[src/rtl/fbsm_defines.vh]
// Purpose: constants for the fieldbus slave state machine
// Assumes: 100 MHz mclk, 16-bit register port
// Notes:   included by the design files and the test bench
`ifndef FBSM_DEFINES_VH
`define FBSM_DEFINES_VH

// register offsets
`define FBSM_REG_CTRL        16'h0120
`define FBSM_REG_STATUS      16'h0130

// control word fields
`define FBSM_CTRL_REQ_HI     3
`define FBSM_CTRL_REQ_LO     0
`define FBSM_CTRL_ACK_BIT    4
`define FBSM_CTRL_RESET      16'h0001

// state request codes / state encodings
`define FBSM_ST_INIT         4'h1
`define FBSM_ST_PREOP        4'h2
`define FBSM_ST_BOOT         4'h3
`define FBSM_ST_SAFEOP       4'h4
`define FBSM_ST_OP           4'h8

// mailbox protocol and service codes
`define FBSM_PROTO_COE       4'h3
`define FBSM_PROTO_FOE       4'h4
`define FBSM_SDO_REQ         4'h2
`define FBSM_SDO_RESP        4'h3
`define FBSM_SDO_CA          4'h4

// process data
`define FBSM_DEF_SETPOINT    16'h0000
`define FBSM_FIFO_WIDTH      16
`define FBSM_FIFO_DEPTH      16
`define FBSM_FIFO_AW         4

// link timing: 100 Mbit/s over a 4-bit lane gives one nibble per 40 ns
`define FBSM_CLK_MHZ         100
`define FBSM_LINK_MBPS       100
`define FBSM_LANE_BITS       4
`define FBSM_LINK_DIV        ((`FBSM_CLK_MHZ * `FBSM_LANE_BITS) / `FBSM_LINK_MBPS)
`define FBSM_DIV_W           2

`endif

[src/rtl/fbsm_fifo.v]
// Purpose: process data fifo with registered read data
// Assumes: single clock, synchronous active high reset
// Notes:   in_ready comes from a flip-flop
`include "fbsm_defines.vh"

module fbsm_fifo #(
    parameter WIDTH = `FBSM_FIFO_WIDTH,
    parameter DEPTH = `FBSM_FIFO_DEPTH,
    parameter AW    = `FBSM_FIFO_AW
) (
    // clock and reset
    input  wire             mclk,
    input  wire             rst,
    // write side
    input  wire             in_valid,
    input  wire [WIDTH-1:0] in_data,
    output reg              in_ready,
    // read side
    output reg              out_valid,
    output reg  [WIDTH-1:0] out_data,
    input  wire             out_ready
);

    reg [WIDTH-1:0] mem [0:DEPTH-1];
    reg [AW-1:0]    wptr_q;
    reg [AW-1:0]    rptr_q;
    reg [AW:0]      cnt_q;
    reg [AW:0]      cnt_d;
    wire            push;
    wire            pop;

    assign push = in_valid & in_ready;
    assign pop  = (cnt_q != {(AW+1){1'b0}}) & (~out_valid | out_ready);

    always @* begin
        cnt_d = cnt_q;
        if (push & ~pop) begin
            cnt_d = cnt_q + 1'b1;
        end else if (pop & ~push) begin
            cnt_d = cnt_q - 1'b1;
        end
    end

    always @(posedge mclk) begin
        if (push) begin
            mem[wptr_q] <= in_data;
        end
        if (pop) begin
            out_data <= mem[rptr_q];
        end
    end

    always @(posedge mclk) begin
        if (rst) begin
            wptr_q    <= {AW{1'b0}};
            rptr_q    <= {AW{1'b0}};
            cnt_q     <= {(AW+1){1'b0}};
            in_ready  <= 1'b0;
            out_valid <= 1'b0;
        end else begin
            cnt_q    <= cnt_d;
            in_ready <= (cnt_d < DEPTH);
            if (push) begin
                wptr_q <= wptr_q + 1'b1;
            end
            if (pop) begin
                rptr_q    <= rptr_q + 1'b1;
                out_valid <= 1'b1;
            end else if (out_ready) begin
                out_valid <= 1'b0;
            end
        end
    end

endmodule

[src/rtl/fbsm_core.v]
// Purpose: slave application-layer state machine of a fieldbus interface
// Assumes: register port writes come from the bus master frame handler
// Notes:   one clock; link pacing by a divider enable
`include "fbsm_defines.vh"

module fbsm_core (
    // clock and reset
    input  wire        mclk,
    input  wire        rst,
    // register port
    input  wire        reg_wr,
    input  wire        reg_rd,
    input  wire [15:0] reg_addr,
    input  wire [15:0] reg_wdata,
    output reg  [15:0] reg_rdata_q,
    output reg         reg_err_q,
    // state and channel status
    output reg  [3:0]  al_state_q,
    output reg         al_error_q,
    output reg  [3:0]  sm_enable_q,
    output reg  [2:0]  fmmu_enable_q,
    output reg         fw_reset_q,
    // received setpoint stream
    input  wire        pd_rx_valid,
    input  wire [15:0] pd_rx_data,
    output wire        pd_rx_ready,
    // setpoint to the application
    output reg         app_sp_valid_q,
    output reg  [15:0] app_sp_data_q,
    output reg         app_sp_default_q,
    input  wire        app_sp_ready,
    // actual values to the link
    input  wire [15:0] act_data,
    output reg         act_take_q,
    output reg         pd_tx_valid_q,
    output reg  [15:0] pd_tx_data_q,
    // mailbox frames
    input  wire        mbx_valid,
    input  wire [3:0]  mbx_proto,
    input  wire [3:0]  mbx_svc,
    output reg         mbx_accept_q,
    output reg         mbx_reject_q
);

    ////////////////////////////////////////////////////////////////////////////
    // state codes
    localparam [3:0] S_INIT   = `FBSM_ST_INIT;
    localparam [3:0] S_PREOP  = `FBSM_ST_PREOP;
    localparam [3:0] S_BOOT   = `FBSM_ST_BOOT;
    localparam [3:0] S_SAFEOP = `FBSM_ST_SAFEOP;
    localparam [3:0] S_OP     = `FBSM_ST_OP;

    // transition permitted by the scheme
    function allowed;
        input [3:0] cur;
        input [3:0] req;
        begin
            case (cur)
                S_INIT:   allowed = (req == S_PREOP) | (req == S_BOOT);
                S_PREOP:  allowed = (req == S_INIT) | (req == S_SAFEOP);
                S_SAFEOP: allowed = (req == S_INIT) | (req == S_PREOP) | (req == S_OP);
                S_OP:     allowed = (req == S_INIT) | (req == S_PREOP) | (req == S_SAFEOP);
                S_BOOT:   allowed = (req == S_INIT);
                default:  allowed = 1'b0;
            endcase
        end
    endfunction

    ////////////////////////////////////////////////////////////////////////////
    // control word handling
    reg  [15:0] ctrl_q;
    reg  [3:0]  state_q;
    reg  [3:0]  state_d;
    reg         err_d;
    wire        ctrl_wr;
    wire [3:0]  req;
    wire        ack_rise;
    wire        mbx_on;
    wire        cyc_on;

    assign ctrl_wr  = reg_wr & (reg_addr == `FBSM_REG_CTRL);
    assign req      = reg_wdata[`FBSM_CTRL_REQ_HI:`FBSM_CTRL_REQ_LO];
    assign ack_rise = ctrl_wr & reg_wdata[`FBSM_CTRL_ACK_BIT] & ~ctrl_q[`FBSM_CTRL_ACK_BIT];

    always @* begin
        state_d = state_q;
        err_d   = al_error_q;
        if (ack_rise) begin
            err_d = 1'b0;
        end
        if (ctrl_wr && req != state_q) begin
            if (allowed(state_q, req)) begin
                state_d = req;
            end else begin
                err_d = 1'b1;
            end
        end
    end

    assign mbx_on = (state_q == S_PREOP) | (state_q == S_SAFEOP) |
                    (state_q == S_OP) | (state_q == S_BOOT);
    assign cyc_on = (state_q == S_SAFEOP) | (state_q == S_OP);

    always @(posedge mclk) begin
        if (rst) begin
            state_q    <= S_INIT;
            ctrl_q     <= `FBSM_CTRL_RESET;
            al_error_q <= 1'b0;
            fw_reset_q <= 1'b0;
        end else begin
            state_q    <= state_d;
            al_error_q <= err_d;
            fw_reset_q <= (state_q == S_BOOT) & (state_d == S_INIT);
            if (ctrl_wr) begin
                ctrl_q <= reg_wdata;
            end
        end
    end

    ////////////////////////////////////////////////////////////////////////////
    // register read and channel enables
    always @(posedge mclk) begin
        if (rst) begin
            reg_rdata_q   <= 16'h0000;
            reg_err_q     <= 1'b0;
            al_state_q    <= S_INIT;
            sm_enable_q   <= 4'h0;
            fmmu_enable_q <= 3'h0;
        end else begin
            al_state_q <= state_d;
            reg_err_q  <= 1'b0;
            if (reg_rd) begin
                case (reg_addr)
                    `FBSM_REG_CTRL:   reg_rdata_q <= ctrl_q;
                    `FBSM_REG_STATUS: reg_rdata_q <= {11'h000, al_error_q, state_q};
                    default: begin
                        reg_rdata_q <= 16'h0000;
                        reg_err_q   <= 1'b1;
                    end
                endcase
            end
            sm_enable_q   <= {cyc_on, cyc_on, mbx_on, mbx_on};
            fmmu_enable_q <= {mbx_on, cyc_on, cyc_on};
        end
    end

    ////////////////////////////////////////////////////////////////////////////
    // link nibble pacing
    reg  [`FBSM_DIV_W-1:0] div_q;
    wire                   link_en;

    assign link_en = (div_q == `FBSM_LINK_DIV - 1);

    always @(posedge mclk) begin
        if (rst || link_en) begin
            div_q <= {`FBSM_DIV_W{1'b0}};
        end else begin
            div_q <= div_q + 1'b1;
        end
    end

    ////////////////////////////////////////////////////////////////////////////
    // setpoint path through the fifo
    wire        f_out_valid;
    wire [15:0] f_out_data;
    wire        f_out_ready;

    assign f_out_ready = (state_q == S_OP) ? (~app_sp_valid_q | app_sp_ready) : 1'b1;

    fbsm_fifo #(
        .WIDTH (`FBSM_FIFO_WIDTH),
        .DEPTH (`FBSM_FIFO_DEPTH),
        .AW    (`FBSM_FIFO_AW)
    ) u_fifo (
        .mclk      (mclk),
        .rst       (rst),
        .in_valid  (pd_rx_valid & cyc_on),
        .in_data   (pd_rx_data),
        .in_ready  (pd_rx_ready),
        .out_valid (f_out_valid),
        .out_data  (f_out_data),
        .out_ready (f_out_ready)
    );

    always @(posedge mclk) begin
        if (rst) begin
            app_sp_valid_q   <= 1'b0;
            app_sp_data_q    <= `FBSM_DEF_SETPOINT;
            app_sp_default_q <= 1'b1;
        end else if (state_q == S_OP) begin
            app_sp_default_q <= 1'b0;
            if (f_out_valid && f_out_ready) begin
                app_sp_valid_q <= 1'b1;
                app_sp_data_q  <= f_out_data;
            end else if (app_sp_ready) begin
                app_sp_valid_q <= 1'b0;
            end
        end else begin
            app_sp_valid_q   <= 1'b0;
            app_sp_data_q    <= `FBSM_DEF_SETPOINT;
            app_sp_default_q <= 1'b1;
        end
    end

    ////////////////////////////////////////////////////////////////////////////
    // actual values out
    always @(posedge mclk) begin
        if (rst) begin
            act_take_q    <= 1'b0;
            pd_tx_valid_q <= 1'b0;
            pd_tx_data_q  <= 16'h0000;
        end else begin
            act_take_q    <= cyc_on & link_en;
            pd_tx_valid_q <= cyc_on & link_en;
            if (cyc_on && link_en) begin
                pd_tx_data_q <= act_data;
            end
        end
    end

    ////////////////////////////////////////////////////////////////////////////
    // mailbox filter
    wire coe_ok;
    wire mbx_ok;

    assign coe_ok = (mbx_proto == `FBSM_PROTO_COE) &
                    ((mbx_svc == `FBSM_SDO_REQ) | (mbx_svc == `FBSM_SDO_RESP) |
                     (mbx_svc == `FBSM_SDO_CA));
    assign mbx_ok = (state_q == S_BOOT) ? (mbx_proto == `FBSM_PROTO_FOE) :
                    (mbx_on & coe_ok);

    always @(posedge mclk) begin
        if (rst) begin
            mbx_accept_q <= 1'b0;
            mbx_reject_q <= 1'b0;
        end else begin
            mbx_accept_q <= mbx_valid & mbx_ok;
            mbx_reject_q <= mbx_valid & ~mbx_ok;
        end
    end

endmodule

[config.mk]
export PLATFORM = sky130hd
export DESIGN_NAME = fbsm_core
export DESIGN_NICKNAME = d
export VERILOG_FILES = /design/src/rtl/fbsm_fifo.v /design/src/rtl/fbsm_core.v
export VERILOG_INCLUDE_DIRS = /design/src /design/src/rtl
export SDC_FILE = /design/constraint.sdc
export NUM_CORES = 1
export LEC_CHECK = 0
export BUFFER_PORTS_ARGS = -buffer_cell sky130_fd_sc_hd__buf_2
export CORE_ASPECT_RATIO = 1.4
export CORE_MARGIN = 8
export CORE_UTILIZATION = 50
export DETAILED_ROUTE_END_ITERATION = 6
export PLACE_DENSITY = 0.73
export SLEW_MARGIN = 5
export SYNTH_ARGS = -nofsm -noshare
export SYNTH_HDL_FRONTEND = slang
export SYNTH_SLANG_ARGS = --single-unit
[constraint.sdc]
create_clock -name mclk -period 8.79 [get_ports mclk]
set_input_delay 2.1975 -clock mclk [delete_from_list [all_inputs] [get_ports mclk]]
set_output_delay 2.1975 -clock mclk [all_outputs]
set_load 0.01 [all_outputs]
; ---- After elaboration in Yosys (flattened, before gate mapping)
; Memory sizes are Yosys's and may differ from the RTL's. A register that Yosys moved wholly into a read port is not among the register bits.
; Cells that the tools add are included.
[word_totals]
n_memories = 1
mem_bits_rw = 256
romBits = 0
latch_bits = 0
reg_bits = 99
output_inout_bits = 69
[memory_table]
columns = name, depth, width, read_ports, rd_ports_with_merged_regs, wr, line_no
row1 = u_fifo.mem, 16, 16, 1, 1, 1, fbsm_fifo.v:24  ; reg [WIDTH-1:0] mem [0:DEPTH-1];
[classes]
magnitude_cmp = 1
addsub = 5
n_mul = 0
n_div = 0
bitwise = 35
shift = 0
mux = 20
n_eq_ne = 20
reduce_logical = 10
[op_table]
columns = cell, count
row1 = == test 16 x 9 -> 1 bit (second input constant), 2
row2 = case mux 16 bit (2 select lines), 1
row3 = == test 4 x 2 -> 1 bit (second input constant), 7
row4 = == test 4 x 3 -> 1 bit (second input constant), 4
row5 = bitwise AND 1 bit, 14
row6 = two-way mux 1 bit, 14
row7 = bitwise OR 1 bit, 13
row8 = == test 4 x 1 -> 1 bit (second input constant), 3
row9 = two-way mux 5 bit, 2
row10 = adder 4 x 1 -> 4 bit (second input constant), 2
row11 = == test 4 bit (second input constant), 2
row12 = two-way mux 4 bit, 2
row13 = NOT 1 bit, 8
row14 = OR reduction 2 bit, 3
row15 = adder 5 x 1 -> 5 bit (second input constant), 1
row16 = less-than comparator 5 bit (second input constant), 1
row17 = case mux 1 bit (5 select lines), 1
row18 = nonzero test 5 bit, 1
row19 = subtractor 5 x 1 -> 5 bit (second input constant), 1
row20 = != test 4 bit, 1
row21 = nonzero test 2 bit, 2
row22 = logical AND 1 bit, 3
row23 = adder 2 x 1 -> 2 bit (second input constant), 1
row24 = == test 2 bit (second input constant), 1
row25 = logical OR 1 bit, 1

; ---- Longest topological paths before layout
; Gate-level depths: netlist of the first run.
[logic_depth]
depth_word = 9
mapped_depth = 12
mapped_depth_nobuf = 11

; ---- Modules after synthesis
; A second synthesis of the first run with hierarchy kept.
[unflattened]
cells_unflattened = 988
area_unflattened_um2 = 14625.3
[modules_own_cells]
columns = module, area_each_um2, cells_each, n_inst
row1 = fbsm_fifo, 11360.9, 597, 1
row2 = fbsm_core, 3264.4, 391, 1

; ---- Worst setup path before layout of the first run
; No wires, ideal clock.
[synth_path]
path_type = input -> register
from = input app_sp_ready
to = register u_fifo.in_ready
arrival_ps = 4706
setup_slack_ps = 3958
path_buffers = 1
path_stages = 11
setup_time_ps = 126
path_cell_list = inv_1 -> and3_1 -> a21oi_1 -> inv_1 -> ha_1 -> clkbuf_1 -> nand2b_1 -> nor3_1 -> a2bb2oi_1 -> xor2_1 -> nor2b_1
[synth_between]
elab_chain_cells = 8
elab_cells_between_ends = 10
cone_classes = order compare: 1 / mux: 3 / bitwise: 6
[synth_lines]
columns = item, line_no
row1 = start: declaration, fbsm_core.v:31  ; input wire app_sp_ready,
row2 = bitwise OR 1 bit (*), fbsm_core.v:168  ; assign f_out_ready = (state_q == S_OP) ? (~app_sp_valid_q | app_sp_ready) : 1'b1;
row3 = two-way mux 1 bit (*), fbsm_core.v:168
row4 = bitwise OR 1 bit (*), fbsm_fifo.v:33  ; assign pop = (cnt_q != {(AW+1){1'b0}}) & (~out_valid | out_ready);
row5 = bitwise AND 1 bit (*), fbsm_fifo.v:33
row6 = named net u_fifo.pop, fbsm_fifo.v:30  ; wire pop;
row7 = bitwise AND 1 bit or NOT 1 bit (tied branches), "fbsm_fifo.v:39, fbsm_fifo.v:37"
row8 = two-way mux 5 bit or bitwise AND 1 bit (tied branches), "fbsm_fifo.v:39, fbsm_fifo.v:37"
row9 = two-way mux 5 bit (*), fbsm_fifo.v:37  ; if (push & ~pop) begin
row10 = less-than comparator 5 bit (*), fbsm_fifo.v:62  ; in_ready <= (cnt_d < DEPTH);
row11 = end signal: assignment, fbsm_fifo.v:62
row12 = end: declaration, fbsm_fifo.v:17  ; output reg in_ready,
; The timed path passes the listed nets; every way through them passes the cells marked *.
; A chain may end at the register's enable or synchronous reset.

; ---- Final worst setup path of the first run
[layout_path]
from = input reg_addr[2]
to = register reg_rdata_q[1]
[layout_between]
elab_chain_cells = 2
elab_cells_between_ends = 3
cone_classes = eq/ne: 2 / mux: 1
[layout_lines]
columns = item, line_no
row1 = start: declaration, fbsm_core.v:13  ; input wire [15:0] reg_addr,
row2 = == test 16 x 9 -> 1 bit, fbsm_core.v:133  ; case (reg_addr)
row3 = case mux 16 bit (2 select lines) (*), fbsm_core.v:133
row4 = end signal: assignment, fbsm_core.v:134  ; `FBSM_REG_CTRL: reg_rdata_q <= ctrl_q;
row5 = end signal: assignment, fbsm_core.v:135  ; `FBSM_REG_STATUS: reg_rdata_q <= {11'h000, al_error_q, state_q};
row6 = end: declaration, fbsm_core.v:15  ; output reg [15:0] reg_rdata_q,
; Every way passes the cells marked *; elsewhere a longest branch is shown, timed or not.

==> impl_results.md, run 1 <==
* I/O pin count at ~150
* Max cap viols at 0
* RR Endpoint: u_fifo.mem[3][12]
* Tightest Pin Transition at around 1200 ps
* WP data arrival at 4570 ps
* Setup slack after layout at around 4700 ps
* First-pass GRT wire length at between 40000 and 50000 um
* Fin Setup TNS at 0 ps
* Asr flop ratio synth at 0
* Clock Sinks at approximately 370
* Fmax at between 200 and 250 MHz
* # resized after CTS at 0
* Worst skew pair latency at between 500 and 600 ps
* Yosys warns at 0
* Clk_skew at around 19 ps
* Avg Cell Area, Syn at 16.6 um^2
* Initial antenna violation count at 3
* Worst Hold Class: flop to flop
* Worst Setup End Kind: flop
* Mapped Cells at between 800 and 900
* Final Cell Area at approximately 16000 um^2
* Final hold violation count at 0
* Core outline area at 28200 um^2
* RSZ-0062 raised after global routing: false
* Max Slew Vio Count at 0
* Pre-antenna DRT Iters at 4
* Comb pwr share at 0.164
* Height of the die at ~220 um
* Hold-fix buffers, CTS at 0
* Cell variety after synth at 46
* Hold path depth at 1
* Top cell type's share of synthesized area at 0.575
* Leak at 5.62 nW
* Die area at 34100 um^2
* Synthesized flop and latch total at around 370
* Switching power at 0.974 mW
* Min cycle time layout at ~4100 ps
* # setup viols final at 0
* Num CTS Buffers at 31
* Power density over cell area at about 250 nW/um^2
* RR Startpoint: al_state_q[2]
* Placed insts at roughly 1300
* DR WL/cell at approximately 22 um
* Starting Density at 0.503
* Synth area leader: edfxtp_1
* Most frequent cells in the layout: edfxtp_1 (272), buf_2 (147), dfxtp_1 (93), mux4_2 (80), nand2_1 (62)
* Worst rel slew slack at 0.163
* Tot Pwr at 4.03 mW
* Vias in the first global route at around 8000
* Kind of critical path: input pin to flop
* Vias at around 7900
* WHS at roughly 430 ps
* Clk pin slew, worst setup/hold paths at around 70 ps
* Predominant post-synthesis flop cell: edfxtp_1
* Post-Place Cell Area at roughly 15000 um^2
* Top fanout value on the critical path at 21
* Layout area overhead at 15.1%
* Flop pwr share at 0.499
* Status: completed
* DPL Wire Length at 18800 um
* Chip Width at roughly 160 um
* Final Util at 0.579
* CTS Buffer Depth at 3
* GRT Util Overall at 0.178
* Switching share of power at 0.242
* Commonest non-fill, non-tap cell in the layout: edfxtp_1
* Drc violations at 0
* ANT nets after route at 0
* DR iter-0 viols at 621
* Internal at between 3 and 4 mW
* Clock power share at 0.337
* Share of cells above drive strength 1 at 0.309
* Seq/Total Area, Yosys at 0.709
* Req. time, crit path at 9260 ps
* Non-Filler Instances at 1397
* Setup crit start: reg_addr[2]
* Mapped cell area at about 14000 um^2
* Tcrit/Tclk final at 0.466
* Worst R2R Setup Slack at between 5000 and 6000 ps
* Worst Hold Launch: div_q[0]
* EDFF count, synth at 272
* Post-CTS setup buffers at 0
* H-tree levels at 1
* R2R cell count at 6
* Startpoint types: input pin
* Clk root buf: clkbuf_16
* Overflow after GRT at 0
* Row cnt at 73
* Peak VDD IR at about 0.18 mV
* Syn_nets at around 950
* CTS tree: built
* Final wirelength at about 31000 um
* Vias per cell at 5.62
* Routability cong. at 0.796
* Worst hold path endpoint: div_q[0]
* Nets at ~1100
* Largest net degree at the start of global routing at 68
* Top cells by area, synth: edfxtp_1 (58%), dfxtp_1 (13%), mux4_2 (13%)
* Layout fillers at between 2000 and 2500
* DP Worst Slack at 4140 ps
* Port bufs at ~150
## final cells by class
type | count | area [um^2] | share of cell area
inverters | 12 | 45.0 | 0.00276
clock inverters | 21 | 205 | 0.0126
repair buffers | 170 | 908 | 0.0556
well taps | 375 | 469 | 0.0287
diodes | 1 | 2.50 | 0.000153
clock buffers | 37 | 798 | 0.0489
flip-flops and latches | 367 | 10100 | 0.617
multi-input cells | 414 | 3830 | 0.235
## routing by layer
layer / global-route usage / wire, um / up-vias
met3: 0.0310 / 2620 / 47
met1: 0.225 / 11900 / 3951
met4: 0.0492 / 625 / 4
met5: 0 / 22 / -
met2: 0.310 / 15600 / 292
li1: - / - / 3564
## power by group through the flow
stage,sequential (mW),combinational (mW),clock [mW]
after global placement,2.05,0.652,0
after floorplan,2.01,0.536,0
final,2.01,0.660,1.36
after detailed placement,2.05,0.667,0
after global routing,2.02,0.717,1.45
after CTS,2.01,0.671,1.38
## state kept, by name, indices dropped and copies added (netlist names), 5 cells and up
name	flops
reg_rdata_q	16
u_fifo.out_data	16
u_fifo.mem	256
u_fifo.cnt_q	5
pd_tx_data_q	16
app_sp_data_q	16
ctrl_q	16
## worst max-delay path: stages
cell and delay (ps):
buf_2 90, nor4b_1 560, nand3_1 210, nor3_2 1010, a22oi_1 220, a211oi_1 270
## worst max-delay path by stage
| stage | cells after the start | slack (ps) | endpoint |
|---|---|---|---|
| floorplan | 11 | 3960 | u_fifo.in_ready |
| global placement | 6 | 4140 | reg_rdata_q[1] |
| detailed placement | 6 | 4140 | reg_rdata_q[1] |
| CTS | 6 | 4710 | reg_rdata_q[1] |
| global route | 6 | 4440 | reg_rdata_q[0] |
| finish | 6 | 4690 | reg_rdata_q[1] |
## cell families (layout without fill, tap and decap cells)
kind of cell | Yosys count | count (layout) | synth area share
AO/OA/AOI/OAI | 80 | 80 | 0.0350
XOR/XNOR | 12 | 12 | 0.00740
adder cells (fa/ha/maj) | 11 | 11 | 0.00969
buffers and inverters | 74 | 240 | 0.0237
flip-flops | 367 | 367 | 0.709
multiplexers | 110 | 110 | 0.148
other | 0 | 1 | 0
AND/OR/NAND/NOR | 201 | 201 | 0.0670
## cells in the mapped netlist, types with 3 or more instances
| master | instances |
|---|---|
| nor4b_1 | 4 |
| a22oi_1 | 5 |
| or4b_2 | 3 |
| nor3b_1 | 3 |
| nor3_1 | 13 |
| buf_2 | 13 |
| nand2_1 | 62 |
| nor2_1 | 64 |
| mux4_2 | 80 |
| and3_1 | 4 |
| o21ai_0 | 8 |
| a21oi_1 | 47 |
| xnor2_1 | 7 |
| mux2i_1 | 30 |
| a211o_1 | 3 |
| buf_4 | 7 |
| ha_1 | 11 |
| nand3_1 | 22 |
| edfxtp_1 | 272 |
| clkbuf_1 | 32 |
| nand2b_1 | 8 |
| nand4_1 | 4 |
| xor2_1 | 5 |
| inv_1 | 12 |
| buf_1 | 7 |
| a211oi_1 | 8 |
| dfxtp_1 | 95 |
No activity file was read; power rests on OpenSTA's default activity.
==> run 2, diff against run 1 <==
==> constraint.sdc (replaced) <==
create_clock -name mclk -period 3.85 [get_ports mclk]
set_input_delay 0.9625 -clock mclk [delete_from_list [all_inputs] [get_ports mclk]]
set_output_delay 0.9625 -clock mclk [all_outputs]
set_load 0.01 [all_outputs]
==> run 2 against run 1 <==
Compared with the run above:
- routed wire length decreased by 1.6%
- sequential share of layout area decreased by 0.38 points
- global-route usage decreased by 0.17 points
- combinational power increased by 130%
- clock skew decreased by 6.5 ps
- die area unchanged
- clock-buffer cell count increased by 1
- sequential power increased by 130%
- flip-flop and latch count unchanged
- critical path depth unchanged
- final cell count increased by 0.36%
- critical endpoint is now u_fifo.mem[7][4]
- final area increased by 0.63%
==> impl_results.md, run 2 (synthesis results as in run 1) <==
* Status: completed
* Worst skew pair latency at 520 ps
* Commonest non-fill, non-tap cell in the layout: edfxtp_1
* CTS tree: built
* Final hold violation count at 0
* I/O pin count at roughly 150
* Share of cells above drive strength 1 at 0.316
* Largest net degree at the start of global routing at 44
* WP data arrival at around 3400 ps
* Top fanout value on the critical path at 11
* Vias per cell at 5.63
* DPL Wire Length at a little under 20000 um
* Fin Setup TNS at 0 ps
* Final wirelength at 30300 um
* # resized after CTS at 0
* Initial antenna violation count at 0
* Drc violations at 0
* Routability cong. at between 0.8 and 0.9
* Leak at about 5.7 nW
* Final Util at 0.582
* ANT nets after route at 0
* Port bufs at between 100 and 150
* Fmax at roughly 310 MHz
* Worst Hold Class: flop to flop
* Hold-fix buffers, CTS at 0
* Nets at 1095
* Min cycle time layout at 3200 ps
* Overflow after GRT at 0
* Vias in the first global route at ~8000
* N_diodes at 0
* Die area at 34100 um^2
* Non-Filler Instances at 1402
* Clock Sinks at between 300 and 400
* Core outline area at 28200 um^2
* Tightest Pin Transition at ~1100 ps
* Max Slew Vio Count at 0
* Vias at 7894
* Final Cell Area at between 15000 and 20000 um^2
* Height of the die at 215 um
* Peak VDD IR at 0.252 mV
* Pre-antenna DRT Iters at 7
* Placed insts at 1344
* Row cnt at 73
* Kind of critical path: flop to flop
* H-tree levels at 2
* Worst Setup End Kind: flop
* First-pass GRT wire length at between 40000 and 50000 um
* Max FFs per register at 256
* Clk pin slew, worst setup/hold paths at about 60 ps
* Clk_skew at around 12 ps
* Num CTS Buffers at 34
* Startpoint types: flop
* CTS Buffer Depth at 3
* Tcrit/Tclk final at 0.831
* Power density over cell area at around 570 nW/um^2
* Starting Density at 0.503
* GRT Util Overall at 0.177
* Top reg by flops: u_fifo.mem
* Chip Width at between 150 and 200 um
* Clk root buf: clkbuf_16
* DR iter-0 viols at 581
* Max cap viols at 0
* Worst rel slew slack at 0.287
* Post-Place Cell Area at approximately 15000 um^2
* DR WL/cell at ~22 um
* Most frequent cells in the layout: edfxtp_1 (272), buf_2 (147), dfxtp_1 (93), mux4_2 (80), nand2_1 (62)
* # setup viols final at 0
* Req. time, crit path at slightly above 4000 ps
* Post-CTS setup buffers at 0
* Layout area overhead at 15.8%
* RSZ-0062 raised after global routing: false
[run 2: cell count changes in the layout (fill, tap and decap cells not counted), sizes merged]
cell	change
clkbuf	+1
clkinvlp	+1
diode	-1
buf	+6
bufinv	-2
[run 2: final timing paths]
path	to	slack, ps	start	cells past startpoint
setup reg to reg	u_fifo.mem[7][4]	650	al_state_q[2]	6
hold reg to reg	div_q[0]	440	div_q[0]	1
setup / recovery	u_fifo.mem[7][4]	650	al_state_q[2]	6
hold / removal	div_q[0]	440	div_q[0]	1
[run 2: metrics by stage]
stage,hold slack (ps),power (mW),worst slack [ps]
after floorplan,408,5.80,253
after global placement,417,6.25,692
after detailed placement,438,6.27,687
after CTS,448,9.44,634
after global routing,463,9.71,399
final,441,9.32,650
[run 2: worst max-delay path, cell delays in order, from the launching register on]
cell and delay (ps):
dfxtp_1 610, xnor2_1 160, nor3_1 470, and3_1 490
nand2_1 250, nor2_1 570, buf_4 340
[run 2: metal layers]
metal  vias to the layer above  global-route usage  wire length, um
met5                         -                   0                0
met4                         0              0.0618              748
met3                        49              0.0350             2380
met2                       306               0.311            15600
met1                      3967               0.210            11500
li1                       3572                   -                -
[run 2: power by group]
group | switching [mW] | leakage [nW] | total [mW] | internal (mW)
clock | 1.37 | 0.507 | 3.16 | 1.79
sequential | 0.187 | 3.23 | 4.63 | 4.44
combinational | 0.721 | 1.94 | 1.53 | 0.809
[run 2: final cells by class]
| class | count | area [um^2] |
|---|---|---|
| fill | 2139 | 11800 |
| clock buffer | 38 | 887 |
| sequential | 367 | 10100 |
| clock inverter | 20 | 151 |
| tap | 375 | 469 |
| inverter | 12 | 45.0 |
| multi-input combinational | 414 | 3830 |
| timing repair buffer | 176 | 978 |
